$ cat src/hw/uic_pkg.sv
// Constants and field layout of the ULPI interface control register block
// How it works
// - Register reads 07h-09h; write, set, clear
// - Protect on: STP pull-up, float pulls data
// - Device detects link releasing STP itself
// - Protect disable removes all weak pulls
// - Fault forwarded without bus-voltage qualification
// - Fault-invert bit inverts overcurrent input
// - Serial-clock bit keeps clock in serial
// - Serial-clock bit only serial and powered
// - Serial-clock bit affects clock only
// - Three-wire bit selects three-wire serial
// - Device clears three-wire bit on exit
// - Six-wire bit selects, cleared on exit
// - STP wakes low power; bit returns one
package uic_pkg;
   // Register port geometry
   localparam int ADDR_W = 6;
   localparam int DATA_W = 8;
   // Register addresses: read range, write, set, clear
   localparam logic [5:0] ADDR_WRITE = 6'h07;
   localparam logic [5:0] ADDR_SET   = 6'h08;
   localparam logic [5:0] ADDR_CLEAR = 6'h09;
   // Reset value and writable bits; bits 4 and 2 reserved, read zero
   localparam logic [7:0] CTRL_RESET = 8'h00;
   localparam logic [7:0] CTRL_MASK  = 8'hEB;
   // Field positions
   localparam int BIT_PROT_DIS   = 7;
   localparam int BIT_PASSTHRU   = 6;
   localparam int BIT_FAULT_INV  = 5;
   localparam int BIT_CLK_KEEP   = 3;
   localparam int BIT_THREE_WIRE = 1;
   localparam int BIT_SIX_WIRE   = 0;
   // Bits the device clears itself when serial mode ends
   localparam logic [7:0] SERIAL_BITS = 8'h03;
   // Cycles STP must read high with the bus idle before it counts as floated
   localparam logic [1:0] STP_FLOAT_CYC = 2'h2;
   // Low-power-not value out of reset: powered
   localparam logic LPN_RESET = 1'b1;
endpackage

$ cat src/hw/uic_regfile.sv
// Interface control register storage with write, set and clear decoding
`timescale 1ns/1ps
module uic_regfile (
   input  wire logic                      mclk_in,
   input  wire logic                      resetn_in,
   input  wire logic [uic_pkg::ADDR_W-1:0] reg_addr_in,
   input  wire logic                      reg_wr_in,
   input  wire logic                      reg_rd_in,
   input  wire logic [uic_pkg::DATA_W-1:0] reg_wdata_in,
   input  wire logic                      serial_exit_in,
   output logic      [uic_pkg::DATA_W-1:0] ctrl_out,
   output logic      [uic_pkg::DATA_W-1:0] rdata_out,
   output logic                           rvalid_out
);
   import uic_pkg::*;

   logic [7:0] ctrl_reg;   // Stored control bits
   logic [7:0] ctrl_next;  // Value for the next edge
   logic       hit;        // Address falls in 07h..09h

   assign hit = (reg_addr_in >= ADDR_WRITE) && (reg_addr_in <= ADDR_CLEAR);

   ////////////////////////////////////////////////////////////////////////
   // Next value: hardware exit clear first, then a link write on top.
   // A link write in the exit cycle wins, since it is the newer request.
   always_comb begin
      ctrl_next = ctrl_reg;
      if (serial_exit_in) begin
         ctrl_next = ctrl_next & ~SERIAL_BITS;
      end
      if (reg_wr_in) begin
         case (reg_addr_in)
            ADDR_WRITE: ctrl_next = reg_wdata_in & CTRL_MASK;
            ADDR_SET:   ctrl_next = ctrl_next | (reg_wdata_in & CTRL_MASK);
            ADDR_CLEAR: ctrl_next = ctrl_next & ~reg_wdata_in;
            default:    ctrl_next = ctrl_next;
         endcase
      end
   end

   // Register update
   always_ff @(posedge mclk_in) begin
      if (!resetn_in) begin
         ctrl_reg <= CTRL_RESET;
      end else begin
         ctrl_reg <= ctrl_next;
      end
   end

   ////////////////////////////////////////////////////////////////////////
   // Read port: all three addresses return the register, others zero
   always_ff @(posedge mclk_in) begin
      if (!resetn_in) begin
         rdata_out  <= 8'h00;
         rvalid_out <= 1'b0;
      end else begin
         rdata_out  <= (reg_rd_in && hit) ? ctrl_reg : 8'h00;
         rvalid_out <= reg_rd_in && hit;
      end
   end

   assign ctrl_out = ctrl_reg;
endmodule

$ cat src/hw/uic_top.sv
// ULPI interface control: register, pin protection, fault path, clock gate
`timescale 1ns/1ps
module uic_top (
   input  wire logic                      mclk_in,
   input  wire logic                      resetn_in,
   input  wire logic [uic_pkg::ADDR_W-1:0] reg_addr_in,
   input  wire logic                      reg_wr_in,
   input  wire logic                      reg_rd_in,
   input  wire logic [uic_pkg::DATA_W-1:0] reg_wdata_in,
   output logic      [uic_pkg::DATA_W-1:0] reg_rdata_out,
   output logic                           reg_rvalid_out,
   input  wire logic                      stp_in,
   input  wire logic                      dir_in,
   input  wire logic                      fault_pin_in,
   input  wire logic                      serial_exit_in,
   input  wire logic                      low_power_enter_in,
   output logic                           stp_pullup_en_out,
   output logic                           data_pulldown_en_out,
   output logic                           fault_ind_out,
   output logic                           three_wire_mode_out,
   output logic                           six_wire_mode_out,
   output logic                           clock_power_out,
   output logic                           low_power_not_out
);
   import uic_pkg::*;

   logic [7:0] ctrl;            // Current register contents
   logic [1:0] float_cnt_reg;   // Cycles STP has read high while idle
   logic [1:0] float_cnt_next;  // Next float count
   logic       stp_float;       // Link has let STP go
   logic       low_power_not_reg;  // Powered when one
   logic       serial_on;       // Either serial mode selected
   logic       prot_on;         // Protection circuit enabled

   ////////////////////////////////////////////////////////////////////////
   // Register storage and read port
   uic_regfile u_regfile (
      .mclk_in        (mclk_in),
      .resetn_in      (resetn_in),
      .reg_addr_in    (reg_addr_in),
      .reg_wr_in      (reg_wr_in),
      .reg_rd_in      (reg_rd_in),
      .reg_wdata_in   (reg_wdata_in),
      .serial_exit_in (serial_exit_in),
      .ctrl_out       (ctrl),
      .rdata_out      (reg_rdata_out),
      .rvalid_out     (reg_rvalid_out)
   );

   assign prot_on   = !ctrl[BIT_PROT_DIS];
   assign serial_on = ctrl[BIT_THREE_WIRE] || ctrl[BIT_SIX_WIRE];

   ////////////////////////////////////////////////////////////////////////
   // STP float detection. With the pull-up on, a released STP reads high.
   // High while the device does not own the bus is unexpected, but one
   // cycle of it is a normal stop strobe, so it must persist a little.
   always_comb begin
      float_cnt_next = float_cnt_reg;
      if (!prot_on || !stp_in || dir_in) begin
         // Driven low, bus turned round, or protection off: restart
         float_cnt_next = 2'h0;
      end else if (float_cnt_reg != STP_FLOAT_CYC) begin
         float_cnt_next = float_cnt_reg + 2'h1;
      end
   end

   always_ff @(posedge mclk_in) begin
      if (!resetn_in) begin
         float_cnt_reg <= 2'h0;
      end else begin
         float_cnt_reg <= float_cnt_next;
      end
   end

   assign stp_float = (float_cnt_next == STP_FLOAT_CYC);

   ////////////////////////////////////////////////////////////////////////
   // Weak pull controls for the ULPI pins
   always_ff @(posedge mclk_in) begin
      if (!resetn_in) begin
         stp_pullup_en_out    <= 1'b0;
         data_pulldown_en_out <= 1'b0;
      end else begin
         stp_pullup_en_out    <= prot_on;
         data_pulldown_en_out <= prot_on && stp_float;
      end
   end

   ////////////////////////////////////////////////////////////////////////
   // Overcurrent path. The pass-through bit is stored only; no comparator
   // qualification exists, so the bit has no other effect on this path.
   always_ff @(posedge mclk_in) begin
      if (!resetn_in) begin
         fault_ind_out <= 1'b0;
      end else begin
         fault_ind_out <= fault_pin_in ^ ctrl[BIT_FAULT_INV];
      end
   end

   ////////////////////////////////////////////////////////////////////////
   // Low-power state. STP from the link wakes the device; the wake wins
   // over an enter request in the same cycle so a wake is never lost.
   always_ff @(posedge mclk_in) begin
      if (!resetn_in) begin
         low_power_not_reg <= LPN_RESET;
      end else if (!low_power_not_reg && stp_in) begin
         low_power_not_reg <= 1'b1;
      end else if (low_power_enter_in) begin
         low_power_not_reg <= 1'b0;
      end
   end

   assign low_power_not_out = low_power_not_reg;

   ////////////////////////////////////////////////////////////////////////
   // Clock power. Only this output looks at the keep-on bit, so a cleared
   // bit in serial mode, while powered, stops the clock alone and leaves every other path running.
   always_ff @(posedge mclk_in) begin
      if (!resetn_in) begin
         clock_power_out <= 1'b0;
      end else if (serial_on && low_power_not_reg) begin
         clock_power_out <= ctrl[BIT_CLK_KEEP];
      end else begin
         clock_power_out <= low_power_not_reg;
      end
   end

   ////////////////////////////////////////////////////////////////////////
   // Interface mode selects; neither set means the parallel interface.
   // Both set is the link's fault and is passed through as it stands.
   always_ff @(posedge mclk_in) begin
      if (!resetn_in) begin
         three_wire_mode_out <= 1'b0;
         six_wire_mode_out   <= 1'b0;
      end else begin
         three_wire_mode_out <= ctrl[BIT_THREE_WIRE];
         six_wire_mode_out   <= ctrl[BIT_SIX_WIRE];
      end
   end

   ////////////////////////////////////////////////////////////////////////
   // Checks on the behaviour above. Checks that start on every edge take
   // the sampled reset into the antecedent: at the release edge the flops
   // still saw reset, so that edge must not start an attempt.
   a_read_returns_reg:
   assert property (@(posedge mclk_in) disable iff (!resetn_in)
      reg_rd_in && reg_addr_in >= ADDR_WRITE && reg_addr_in <= ADDR_CLEAR
      |=> reg_rvalid_out && reg_rdata_out == $past(ctrl))
      else $error("read at 07h-09h did not return register");

   a_plain_write_loads:
   assert property (@(posedge mclk_in) disable iff (!resetn_in)
      reg_wr_in && reg_addr_in == ADDR_WRITE
      |=> ctrl == ($past(reg_wdata_in) & CTRL_MASK))
      else $error("plain write not stored");

   a_set_only_ones:
   assert property (@(posedge mclk_in) disable iff (!resetn_in)
      reg_wr_in && reg_addr_in == ADDR_SET && !serial_exit_in
      |=> ctrl == ($past(ctrl) | ($past(reg_wdata_in) & CTRL_MASK)))
      else $error("set write changed wrong bits");

   a_clear_only_ones:
   assert property (@(posedge mclk_in) disable iff (!resetn_in)
      reg_wr_in && reg_addr_in == ADDR_CLEAR && !serial_exit_in
      |=> ctrl == ($past(ctrl) & ~$past(reg_wdata_in)))
      else $error("clear write changed wrong bits");

   a_pullup_follows_bit:
   assert property (@(posedge mclk_in) disable iff (!resetn_in)
      $rose(ctrl[BIT_PROT_DIS]) |=> !stp_pullup_en_out)
      else $error("pull-up still on after protect disable");

   a_float_pulls_data:
   assert property (@(posedge mclk_in) disable iff (!resetn_in)
      (prot_on && stp_in && !dir_in)[*2] |=> data_pulldown_en_out)
      else $error("floated STP did not attach data pull-downs");

   a_disable_drops_pulls:
   assert property (@(posedge mclk_in) disable iff (!resetn_in)
      ctrl[BIT_PROT_DIS] |=> !data_pulldown_en_out && !stp_pullup_en_out)
      else $error("weak pulls present with protection disabled");

   a_fault_inversion:
   assert property (@(posedge mclk_in) disable iff (!resetn_in)
      resetn_in |=> fault_ind_out
                    == ($past(fault_pin_in) ^ $past(ctrl[BIT_FAULT_INV])))
      else $error("fault indicator polarity wrong");

   a_clock_keep_serial:
   assert property (@(posedge mclk_in) disable iff (!resetn_in)
      serial_on && low_power_not_reg
      |=> clock_power_out == $past(ctrl[BIT_CLK_KEEP]))
      else $error("clock power ignores keep-on bit in serial mode");

   a_clock_bit_ignored:
   assert property (@(posedge mclk_in) disable iff (!resetn_in)
      resetn_in && !serial_on
      |=> clock_power_out == $past(low_power_not_reg))
      else $error("keep-on bit acted outside serial mode");

   a_exit_clears_serial:
   assert property (@(posedge mclk_in) disable iff (!resetn_in)
      serial_exit_in && !reg_wr_in
      |-> ##2 !three_wire_mode_out && !six_wire_mode_out)
      else $error("serial select survived mode exit");

   a_stp_wakes_device:
   assert property (@(posedge mclk_in) disable iff (!resetn_in)
      !low_power_not_reg && stp_in |=> low_power_not_out)
      else $error("STP did not leave low-power mode");

   a_mode_outputs_track:
   assert property (@(posedge mclk_in) disable iff (!resetn_in)
      resetn_in |=> three_wire_mode_out == $past(ctrl[BIT_THREE_WIRE])
                    && six_wire_mode_out == $past(ctrl[BIT_SIX_WIRE]))
      else $error("serial mode outputs do not follow select bits");
endmodule

$ cat config.mk
export PLATFORM = sky130hd
export DESIGN_NAME = uic_top
export DESIGN_NICKNAME = d
export VERILOG_FILES = /design/src/hw/uic_pkg.sv /design/src/hw/uic_regfile.sv /design/src/hw/uic_top.sv
export SDC_FILE = /design/constraint.sdc
export NUM_CORES = 1
export LEC_CHECK = 0
export BUFFER_PORTS_ARGS = -buffer_cell sky130_fd_sc_hd__buf_2
export CORE_MARGIN = 3
export CORE_UTILIZATION = 46
export DETAILED_ROUTE_END_ITERATION = 12
export PLACE_DENSITY_LB_ADDON = 0.2
export RECOVER_POWER = 100
export SYNTH_ARGS = -nofsm -noshare
export SYNTH_HDL_FRONTEND = slang
export SYNTH_SLANG_ARGS = --single-unit
$ cat constraint.sdc
create_clock -name mclk_in -period 1.9 [get_ports mclk_in]
set_input_delay 0.19 -clock mclk_in [delete_from_list [all_inputs] [get_ports mclk_in]]
set_output_delay 0.19 -clock mclk_in [all_outputs]
set_load 0.02 [all_outputs]
==> reports/metrics.cfg, run 1 <==
[floorplan]
io-pin-count = 39
die_x_um = 51.7
core_sq_um = 1840
placementRows = 15
start_util_pct = 52.2
die_h_um = 51.7
dieArea_sq_um = 2670

[pwr]
intPower_mw = 0.700
leakagePower_nw = 0.475
ir_drop_uv = 403
powerDensity_nw_per_um2 = 767
power_switching_share_pct = 21.5
share_seq_of_total_power_pct = 62.4
combPwrFrac_pct = 7.7
p_sw_mw = 0.192
clkPwrFrac_pct = 29.9

[sta]
max_slew_margin_pct = 51.1
rsz0062_at_grt = no
setup_viol = 0
fin_ws_ns = 0.407
timing.hold.ws_ns = 0.0959
slew_viol_final = 0
finalSetupTns_ns = 0
max_freq_mhz = 670
fin_crit_sh_pct = 78.6
fin_skew_ns = 0.00148
period_minus_slack_ns = 1.49
hold_viol = 0
tightestPinTransition_ns = 0.732

[hold_path]
hold_depth = 2
min_to = u_regfile.ctrl_out[7]
worstHoldStart = reg_wdata_in[7]
hold_class = input pin to flop

[drt]
via_per_inst = 4.97
vias = 766
antenna_left = 0
routedWlPerCell_um = 11.2
finalWirelength_um = 1720
firstDrtPassIters = 4
drc_errors = 0
drt_iter0_markers = 7

[clock_tree]
cts.repair.resized = 0
clkLatencyLatePin_ns = 0.31
clkSlewWorstSetupHoldPaths_ns = 0.13
clk_path_buf_depth = 2
htreeDepth = 1
post_cts_buffers = 0
clock_sinks = 26
cts_root_buf = clkbuf_4
cts_tree = done
holdBufCountCts = 0
cts_buffers = 3

[synth]
ys_seq_elements = 26
synthesis.nets = 113
synthesis.area_sq_um = 961
synth_cell_types = 29
seq_area_frac_synth_pct = 54.2
yosys_warnings = 0
syn_area_per_cell_sq_um = 10.8
syn_inst = 89

[worst_setup_path]
crit_path_end_kind = flop
r2r-end = data_pulldown_en_out
r2r_slack_ns = 0.92
path_max_fanout = 10
critPathRequiredTime_ns = 2.16
reg2regPathDepth = 4
path_class = input pin to flop
cp-start-kind = input pin
worst_r2r_startpoint = float_cnt_reg[0]
arrival_ns = 1.75

[final_layout]
fin_nets = 154
drive_above_1_share_pct = 24.0
mostFrequentLayoutCells = dfxtp_1, buf_2, clkbuf_1
final_area_sq_um = 1160
syn_to_final_growth_pct = 21.0
diodes = 0
final_util_pct = 63.2
fill_cells = 183
final_common_cell = dfxtp_1

[run_status]
status = finished clean

[placed_design]
dp_hpwl_um = 1350
dpl-instance-area_sq_um = 1170
gp_congestion = 0.770
pre_cts_ws_ns = 0.225
io_buffers = 38

[global_route]
grt_max_degree = 15
antenna_found_initial = 0
grt-ovfl-total = 0
track_usage_pct = 14.2
grt_pass1_wl_um = 2860
grt_pass1_vias = 700

[job]
cap_violations = 0

[worst max-delay path by stage]
| stage | endpoint | from | cells after the start | slack, ns |
|---|---|---|---|---|
| finish | u_regfile.rdata_out[4] | reg_addr_in[1] | 4 | 0.41 |
| global route | u_regfile.rdata_out[4] | reg_addr_in[1] | 4 | 0.23 |
| CTS | u_regfile.rdata_out[4] | reg_addr_in[1] | 4 | 0.56 |
| detailed placement | u_regfile.rdata_out[4] | reg_addr_in[1] | 4 | 0.22 |
| global placement | u_regfile.rdata_out[3] | reg_addr_in[1] | 4 | 0.29 |
| floorplan | u_regfile.ctrl_out[2] | reg_addr_in[1] | 5 | 0.53 |
[stage by stage]
step | total power [mW] | instances
floorplan | 0.604 | 89
global placement | 0.640 | 150
detailed placement | 0.642 | 150
CTS | 0.906 | 154
global route | 0.928 | 154
finish | 0.892 | 154
[Yosys cell counts]
| master | number | share of area [%] |
|---|---|---|
| ha_1 | 1 | 1.3 |
| xnor2_1 | 1 | 0.91 |
| or3b_1 | 2 | 1.8 |
| a21oi_4 | 1 | 1.7 |
| or3_1 | 1 | 0.65 |
| nor3_1 | 1 | 0.52 |
| nor2_1 | 3 | 1.2 |
| nor2b_1 | 2 | 1.3 |
| nand4b_1 | 1 | 0.91 |
| and3b_1 | 1 | 0.91 |
| a211oi_1 | 1 | 0.78 |
| o211a_1 | 1 | 1.0 |
| nor4_1 | 2 | 1.3 |
| nor3_2 | 1 | 1.0 |
| and2_1 | 10 | 6.5 |
| a31o_2 | 2 | 1.8 |
| a21oi_2 | 2 | 1.8 |
| buf_6 | 1 | 1.2 |
| a32o_1 | 4 | 4.2 |
| nand3_1 | 1 | 0.52 |
| dfxtp_1 | 26 | 54 |
| o21a_1 | 1 | 0.78 |
| clkbuf_1 | 1 | 0.39 |
| inv_1 | 5 | 2.0 |
| o21ai_0 | 5 | 2.6 |
| a2111oi_4 | 1 | 2.9 |
| o21bai_1 | 2 | 1.6 |
| a21o_1 | 2 | 1.6 |
| nand2_1 | 7 | 2.7 |
[cell families (layout without fill, tap and decap cells)]
logic type	after synthesis	in the layout	share of synthesized area [%]
AOI/OAI and AO/OA	22	22	20.7
xor gates and xnor gates	1	1	0.912
adders and majority gates	1	1	1.30
buffers and inverters	7	47	3.52
DFF	26	26	54.2
and+or+nand+nor	32	32	19.4
[per-layer routing]
metal | track usage (%) | share of wire (%)
met4 | 7.86 | 1.3
met5 | 0 | 0
met1 | 16.6 | 44
met2 | 23.7 | 46
met3 | 3.15 | 8.8
[power groups by stage]
stage	clock network, mW	logic, mW	registers, mW
4_1_cts	0.276	0.0735	0.556
3_5_place_dp	0	0.0733	0.568
6_report	0.266	0.0689	0.556
3_3_place_gp	0	0.0717	0.568
5_1_grt	0.293	0.0770	0.558
2_1_floorplan	0	0.0276	0.576
[worst max-delay path, stage by stage]
cell and delay [ns]:
buf_2 0.10, or3b_1 0.53, a2111oi_2 0.70, and2_1 0.22
[area by class of cell]
type | count | area (sq um) | share of cell area, %
Multi-Input combinational cell | 56 | 385 | 33.2
Clock buffer | 4 | 36.3 | 3.12
Timing Repair Buffer | 38 | 170 | 14.6
Sequential cell | 26 | 520 | 44.8
Tap cell | 25 | 31.3 | 2.69
Inverter | 5 | 18.8 | 1.61
No activity file was read; power rests on OpenSTA's default activity.
==> run 2: changes to the inputs <==
--- a/config.mk
+++ b/config.mk
@@ -6,8 +6,9 @@
 export NUM_CORES = 1
 export LEC_CHECK = 0
 export BUFFER_PORTS_ARGS = -buffer_cell sky130_fd_sc_hd__buf_2
+export CORE_ASPECT_RATIO = 0.6
 export CORE_MARGIN = 3
-export CORE_UTILIZATION = 46
+export CORE_UTILIZATION = 41
 export DETAILED_ROUTE_END_ITERATION = 12
 export PLACE_DENSITY_LB_ADDON = 0.2
 export RECOVER_POWER = 100
==> constraint.sdc (replaced) <==
create_clock -name mclk_in -period 1.3 [get_ports mclk_in]
set_input_delay 0.13 -clock mclk_in [delete_from_list [all_inputs] [get_ports mclk_in]]
set_output_delay 0.13 -clock mclk_in [all_outputs]
set_load 0.02 [all_outputs]
==> run 2 against run 1 <==
Effect of this change:
- critical endpoint is now u_regfile.rdata_out[7]
- clock skew decreased by 0.00083 ns
- critical path type unchanged
- combinational power increased by 86%
- clock power increased by 140%
- critical path depth increased by 1
- wire length increased by 30%
- sequential power increased by 46%
- via count increased by 7.4%
- count of clock-buffer cells in the layout decreased by 1
- register-to-register slack got worse by 0.60 ns
- die area increased by 11%
==> reports/metrics.cfg, run 2 (synthesized netlist as in run 1, its figures left out) <==
[pwr]
powerDensity_nw_per_um2 = 1220  ; was 767 nW/um^2
ir_drop_uv = 690  ; was 403 uV
leakagePower_nw = 0.546  ; was 0.475 nW

[floorplan]
placementRows = 12  ; was 15
core_sq_um = 2030  ; was 1840 sq um
dieArea_sq_um = 2980  ; was 2670 sq um
die_x_um = 68.5  ; was 51.7 um
io-pin-count = 39  ; unchanged
start_util_pct = 47.4  ; was 52.2%
die_h_um = 43.5  ; was 51.7 um

[final_layout]
diodes = 0  ; unchanged
syn_to_final_growth_pct = 35.8  ; was 21.0%
regArea_sq_um = 520  ; unchanged
final_util_pct = 64.4  ; was 63.2%
mostFrequentLayoutCells = dfxtp_1, buf_2, clkbuf_1  ; unchanged
fill_cells = 171  ; was 183
final_common_cell = dfxtp_1  ; unchanged
fin_nets = 165  ; was 154
drive_above_1_share_pct = 30.0  ; was 24.0%
multi_input_area_sq_um = 412  ; was 385 sq um

[sta]
max_freq_mhz = 858
slew_viol_final = 0  ; unchanged
max_slew_margin_pct = 79.3  ; was 51.1%
fin_skew_ns = 0.000646  ; was 0.00148 ns
tightestPinTransition_ns = 0.311  ; was 0.732 ns
period_minus_slack_ns = 1.17
finalSetupTns_ns = 0  ; unchanged
setup_viol = 0  ; unchanged
hold_viol = 0  ; unchanged
fin_crit_sh_pct = 89.6
rsz0062_at_grt = no  ; unchanged

[worst_setup_path]
crit_path_end_kind = flop  ; unchanged
critPathRequiredTime_ns = 1.51  ; was 2.16 ns
critPathMaxStageDelay_ns = 0.45  ; was 0.70 ns
r2r_slack_ns = 0.32  ; was 0.92 ns
crit_slowest_cell = or3b_4  ; was a2111oi_2
cp_cell_sequence = clkbuf_1, or3b_4, a2111oi_4, clkbuf_1, and2_0  ; was buf_2, or3b_1, a2111oi_2, and2_1
arrival_ns = 1.37  ; was 1.75 ns
worst_r2r_startpoint = float_cnt_reg[0]  ; unchanged
reg2regPathDepth = 4  ; unchanged
path_max_fanout = 7  ; was 10
path_class = input pin to flop  ; unchanged
cp_common_cell = clkbuf_1
cp-start-kind = input pin  ; unchanged
r2r-end = data_pulldown_en_out  ; unchanged

[drt]
via_per_inst = 4.90  ; was 4.97
routedWlPerCell_um = 13.3  ; was 11.2 um
vias = 823  ; was 766
drc_errors = 0  ; unchanged
finalWirelength_um = 2240  ; was 1720 um
antenna_left = 0  ; unchanged
drt_iter0_markers = 28  ; was 7
firstDrtPassIters = 4  ; unchanged

[clock_tree]
cts_tree = done  ; unchanged
post_cts_buffers = 0  ; unchanged
clock_sinks = 26  ; unchanged
cts_root_buf = clkbuf_8  ; was clkbuf_4
clk_path_buf_depth = 2  ; unchanged
clkSlewWorstSetupHoldPaths_ns = 0.08  ; was 0.13 ns
clkLatencyLatePin_ns = 0.26  ; was 0.31 ns
htreeDepth = 1  ; unchanged
cts_buffers = 3  ; unchanged

[placed_design]
io_buffers = 38  ; unchanged
dp_hpwl_um = 1730  ; was 1350 um
gp_congestion = 0.730  ; was 0.770

[global_route]
grt-ovfl-total = 0  ; unchanged
grt_max_degree = 16  ; was 15
grt_pass1_vias = 817  ; was 700
grt_pass1_wl_um = 3530  ; was 2860 um
track_usage_pct = 15.9  ; was 14.2%
antenna_found_initial = 0  ; unchanged

[hold_path]
min_to = u_regfile.ctrl_out[6]  ; was u_regfile.ctrl_out[7]
hold_class = input pin to flop  ; unchanged
worstHoldStart = reg_wdata_in[6]  ; was reg_wdata_in[7]
hold_depth = 2  ; unchanged

[job]
cap_violations = 0  ; unchanged

[run_status]
status = finished clean  ; unchanged

## run 2: cell types whose count changed in the layout (fill, tap and decap cells not counted), moves of 2 or more
cell,previous run,this run
clkbuf_1,16,18
and2_0,4,2
and2_1,6,8
clkbuf_4,3,0
buf_4,0,10
clkbuf_8,1,3
## run 2: repair_timing
action / in CTS / in global routing
resized for setup: 0 / 2
hold buffers: 0 / 0
endpoints found under the hold margin: 0 / 0
endpoints found under the setup margin: 0 / 6
## run 2: routing by layer
metal / vias up / track usage, % / wire length (um)
met1: 383 / 19.5 / 999
met2: 22 / 26.8 / 1080
met5: - / 0 / 0
met3: 2 / 5.44 / 142
met4: 0 / 3.95 / 17
li1: 416 / - / -
## run 2: stage by stage
stage	total power [mW]	setup WS [ns]	instances	area [sq um]	hold slack, ns
CTS	1.60	0.0411	168	1330	0.0817
global placement	0.953	-0.208	164	1250	0.356
floorplan	0.882	-0.0112	89	961	0.211
global route	1.64	0.0569	168	1310	0.0859
finish	1.59	0.135	168	1310	0.0855
detailed placement	0.958	-0.240	164	1250	0.361
## run 2: critical path: cells and delay by family
kind / cells / cell delay, ns
compound gates: 1 / 0.36
buf+inv: 2 / 0.27
simple gates: 2 / 0.61
## run 2: where the power goes
group          switching [mW]  internal (mW)  leakage, nW
Clock                   0.238          0.412       0.0357
Combinational          0.0689         0.0595        0.299
Sequential            0.00501          0.807        0.211
Total                   0.312           1.28        0.546
## run 2: worst max-delay path by stage
stage	start	to	slack, ns	cells past startpoint
2_1_floorplan	reg_addr_in[1]	u_regfile.ctrl_out[2]	-0.01	5
3_3_place_gp	reg_addr_in[1]	u_regfile.rdata_out[3]	-0.21	5
3_5_place_dp	reg_addr_in[1]	u_regfile.ctrl_out[2]	-0.24	5
4_1_cts	reg_addr_in[1]	u_regfile.ctrl_out[2]	0.04	5
5_1_grt	reg_addr_in[1]	u_regfile.ctrl_out[2]	0.06	5
6_report	reg_addr_in[1]	u_regfile.rdata_out[7]	0.13	5
## run 2: cell type report
cell class / count / share of cell area [%]
sequential: 26 / 39.9
tap: 28 / 2.68
multi-input combinational: 56 / 31.5
timing repair buffer: 49 / 19.0
clock buffer: 3 / 3.16
clock inverter: 1 / 2.30
inverter: 5 / 1.44
==> run 3: changes to the inputs <==
--- a/config.mk
+++ b/config.mk
@@ -8,7 +8,8 @@
 export BUFFER_PORTS_ARGS = -buffer_cell sky130_fd_sc_hd__buf_2
 export CORE_ASPECT_RATIO = 0.6
 export CORE_MARGIN = 3
-export CORE_UTILIZATION = 41
+export CORE_UTILIZATION = 44
+export CTS_BUF_LIST = sky130_fd_sc_hd__clkbuf_2 sky130_fd_sc_hd__clkbuf_4 sky130_fd_sc_hd__clkbuf_8
 export DETAILED_ROUTE_END_ITERATION = 12
 export PLACE_DENSITY_LB_ADDON = 0.2
 export RECOVER_POWER = 100
==> run 3 against run 2 <==
Effect of this change:
- critical path depth unchanged
- sequential cell count stayed put
- clock skew is 0.0022 ns higher
==> reports/metrics.cfg, run 3 (synthesized netlist as in run 1, its figures left out) <==
[drt]
firstDrtPassIters = 4  ; unchanged
drc_errors = 0  ; unchanged
via_per_inst = 4.81  ; was 4.90
drt_iter0_markers = 25  ; was 28
finalWirelength_um = 2050  ; was 2240 um
routedWlPerCell_um = 12.3  ; was 13.3 um
antenna_left = 0  ; unchanged
vias = 803  ; was 823

[job]
cap_violations = 0  ; unchanged

[floorplan]
core_sq_um = 1950  ; was 2030 sq um
die_x_um = 66.3  ; was 68.5 um
io-pin-count = 39  ; unchanged
placementRows = 12  ; unchanged
die_h_um = 42.2  ; was 43.5 um
dieArea_sq_um = 2800  ; was 2980 sq um
start_util_pct = 49.2  ; was 47.4%

[final_layout]
final_common_cell = dfxtp_1  ; unchanged
fill_cells = 184  ; was 171
drive_above_1_share_pct = 30.9  ; was 30.0%
multi_input_area_sq_um = 394  ; was 412 sq um
mostFrequentLayoutCells = dfxtp_1, buf_2, clkbuf_1  ; unchanged
fin_nets = 164  ; was 165
regArea_sq_um = 520  ; unchanged
syn_to_final_growth_pct = 31.8  ; was 35.8%
diodes = 0  ; unchanged
stdcell_count = 167  ; was 168

[sta]
max_slew_margin_pct = 78.7  ; was 79.3%
period_minus_slack_ns = 1.16  ; was 1.17 ns
fin_skew_ns = 0.00288  ; was 0.000646 ns
hold_viol = 0  ; unchanged
timing.hold.ws_ns = 0.0269  ; was 0.0855 ns
slew_viol_final = 0  ; unchanged
tightestPinTransition_ns = 0.318  ; was 0.311 ns
fin_crit_sh_pct = 89.4  ; was 89.6%
max_freq_mhz = 861  ; was 858 MHz
rsz0062_at_grt = no  ; unchanged
setup_viol = 0  ; unchanged

[placed_design]
io_buffers = 38  ; unchanged
gp_congestion = 0.758  ; was 0.730
dp.cells = 163  ; was 164
dp_hpwl_um = 1660  ; was 1730 um

[global_route]
track_usage_pct = 15.8  ; was 15.9%
use_met1_pct = 20.2  ; was 19.5%
grt_max_degree = 16  ; unchanged
antenna_found_initial = 0  ; unchanged
grt-ovfl-total = 0  ; unchanged
grt_pass1_vias = 797  ; was 817
busiest_layer = met2  ; unchanged
grt_use_met3_pct = 5.63  ; was 5.44%
use_met2_pct = 26.0  ; was 26.8%
grt_pass1_wl_um = 3390  ; was 3530 um

[worst_setup_path]
cp-start-kind = input pin  ; unchanged
path_class = input pin to flop  ; unchanged
path_max_fanout = 7  ; unchanged
arrival_ns = 1.44  ; was 1.37 ns
critPathRequiredTime_ns = 1.57  ; was 1.51 ns
crit_path_end_kind = flop  ; unchanged

[pwr]
leakagePower_nw = 0.530  ; was 0.546 nW
ir_drop_uv = 694  ; was 690 uV
powerDensity_nw_per_um2 = 1170  ; was 1220 nW/um^2

[clock_tree]
cts.repair.resized = 0  ; unchanged
clkLatencyLatePin_ns = 0.32  ; was 0.26 ns
cts_tree = done  ; unchanged
clk_path_buf_depth = 2  ; unchanged
cts_root_buf = clkbuf_4  ; was clkbuf_8
post_cts_buffers = 0  ; unchanged
clock_sinks = 26  ; unchanged
htreeDepth = 1  ; unchanged
holdBufCountCts = 0  ; unchanged
cts_buffers = 3  ; unchanged
clkSlewWorstSetupHoldPaths_ns = 0.14  ; was 0.08 ns

[hold_path]
hold_class = input pin to flop  ; unchanged

[run_status]
status = finished clean  ; unchanged

==> run 3: changes by cell type in the layout (fill, tap and decap cells not counted), moves of 2 or more <==
cell      change
and2_0        +2
and2_1        -2
clkbuf_1      -2
clkbuf_4      +3
clkbuf_8      -3
==> run 3: final cells by class <==
class | instances | area share, %
Clock buffer | 3 | 1.78
Sequential cell | 26 | 41.1
Clock inverter | 1 | 2.37
Inverter | 5 | 1.48
Multi-Input combinational cell | 56 | 31.1
Tap cell | 28 | 2.77
Timing Repair Buffer | 48 | 19.4
==> run 3: per-stage QoR <==
| step | worst slack [ns] | power [mW] | area, sq um | TNS [ns] | utilization [%] |
|---|---|---|---|---|---|
| 6_report | 0.138 | 1.48 | 1270 | 0 | 64.9 |
| 4_1_cts | 0.138 | 1.49 | 1300 | 0 | 66.5 |
| 5_1_grt | 0.0483 | 1.55 | 1270 | 0 | 64.9 |
| 3_5_place_dp | -0.208 | 0.957 | 1250 | -2.91 | 63.8 |
| 3_3_place_gp | -0.178 | 0.953 | 1250 | -2.45 | 63.8 |
| 2_1_floorplan | -0.0112 | 0.882 | 961 | -0.0223 | - |
==> run 3: worst paths after layout <==
kind | startpoint | endpoint | slack, ns | depth (start not counted)
worst min register to register | u_regfile.ctrl_out[4] | u_regfile.ctrl_out[4] | 0.45 | 2
worst max-delay path | reg_addr_in[1] | u_regfile.ctrl_out[6] | 0.14 | 5
worst min-delay path | reg_wdata_in[3] | u_regfile.ctrl_out[3] | 0.03 | 2
worst max register to register | float_cnt_reg[0] | data_pulldown_en_out | 0.30 | 4
==> run 3: where the power goes <==
part / internal (mW) / total [mW] / switching (mW)
Clock: 0.312 / 0.547 / 0.235
Combinational: 0.0578 / 0.121 / 0.0633
Sequential: 0.809 / 0.814 / 0.00523
Total: 1.18 / 1.48 / 0.304
==> run 3: layer usage <==
| layer | routed length, um | vias up |
|---|---|---|
| li1 | - | 412 |
| met1 | 988 | 366 |
| met2 | 925 | 23 |
| met3 | 122 | 2 |
| met4 | 12 | 0 |
| met5 | 0 | - |
==> run 3: worst max-delay path: stages <==
cell    delay (ns)
buf_2         0.10
or3b_1        0.51
o21a_1        0.23
nor3_2        0.30
a32o_1        0.17
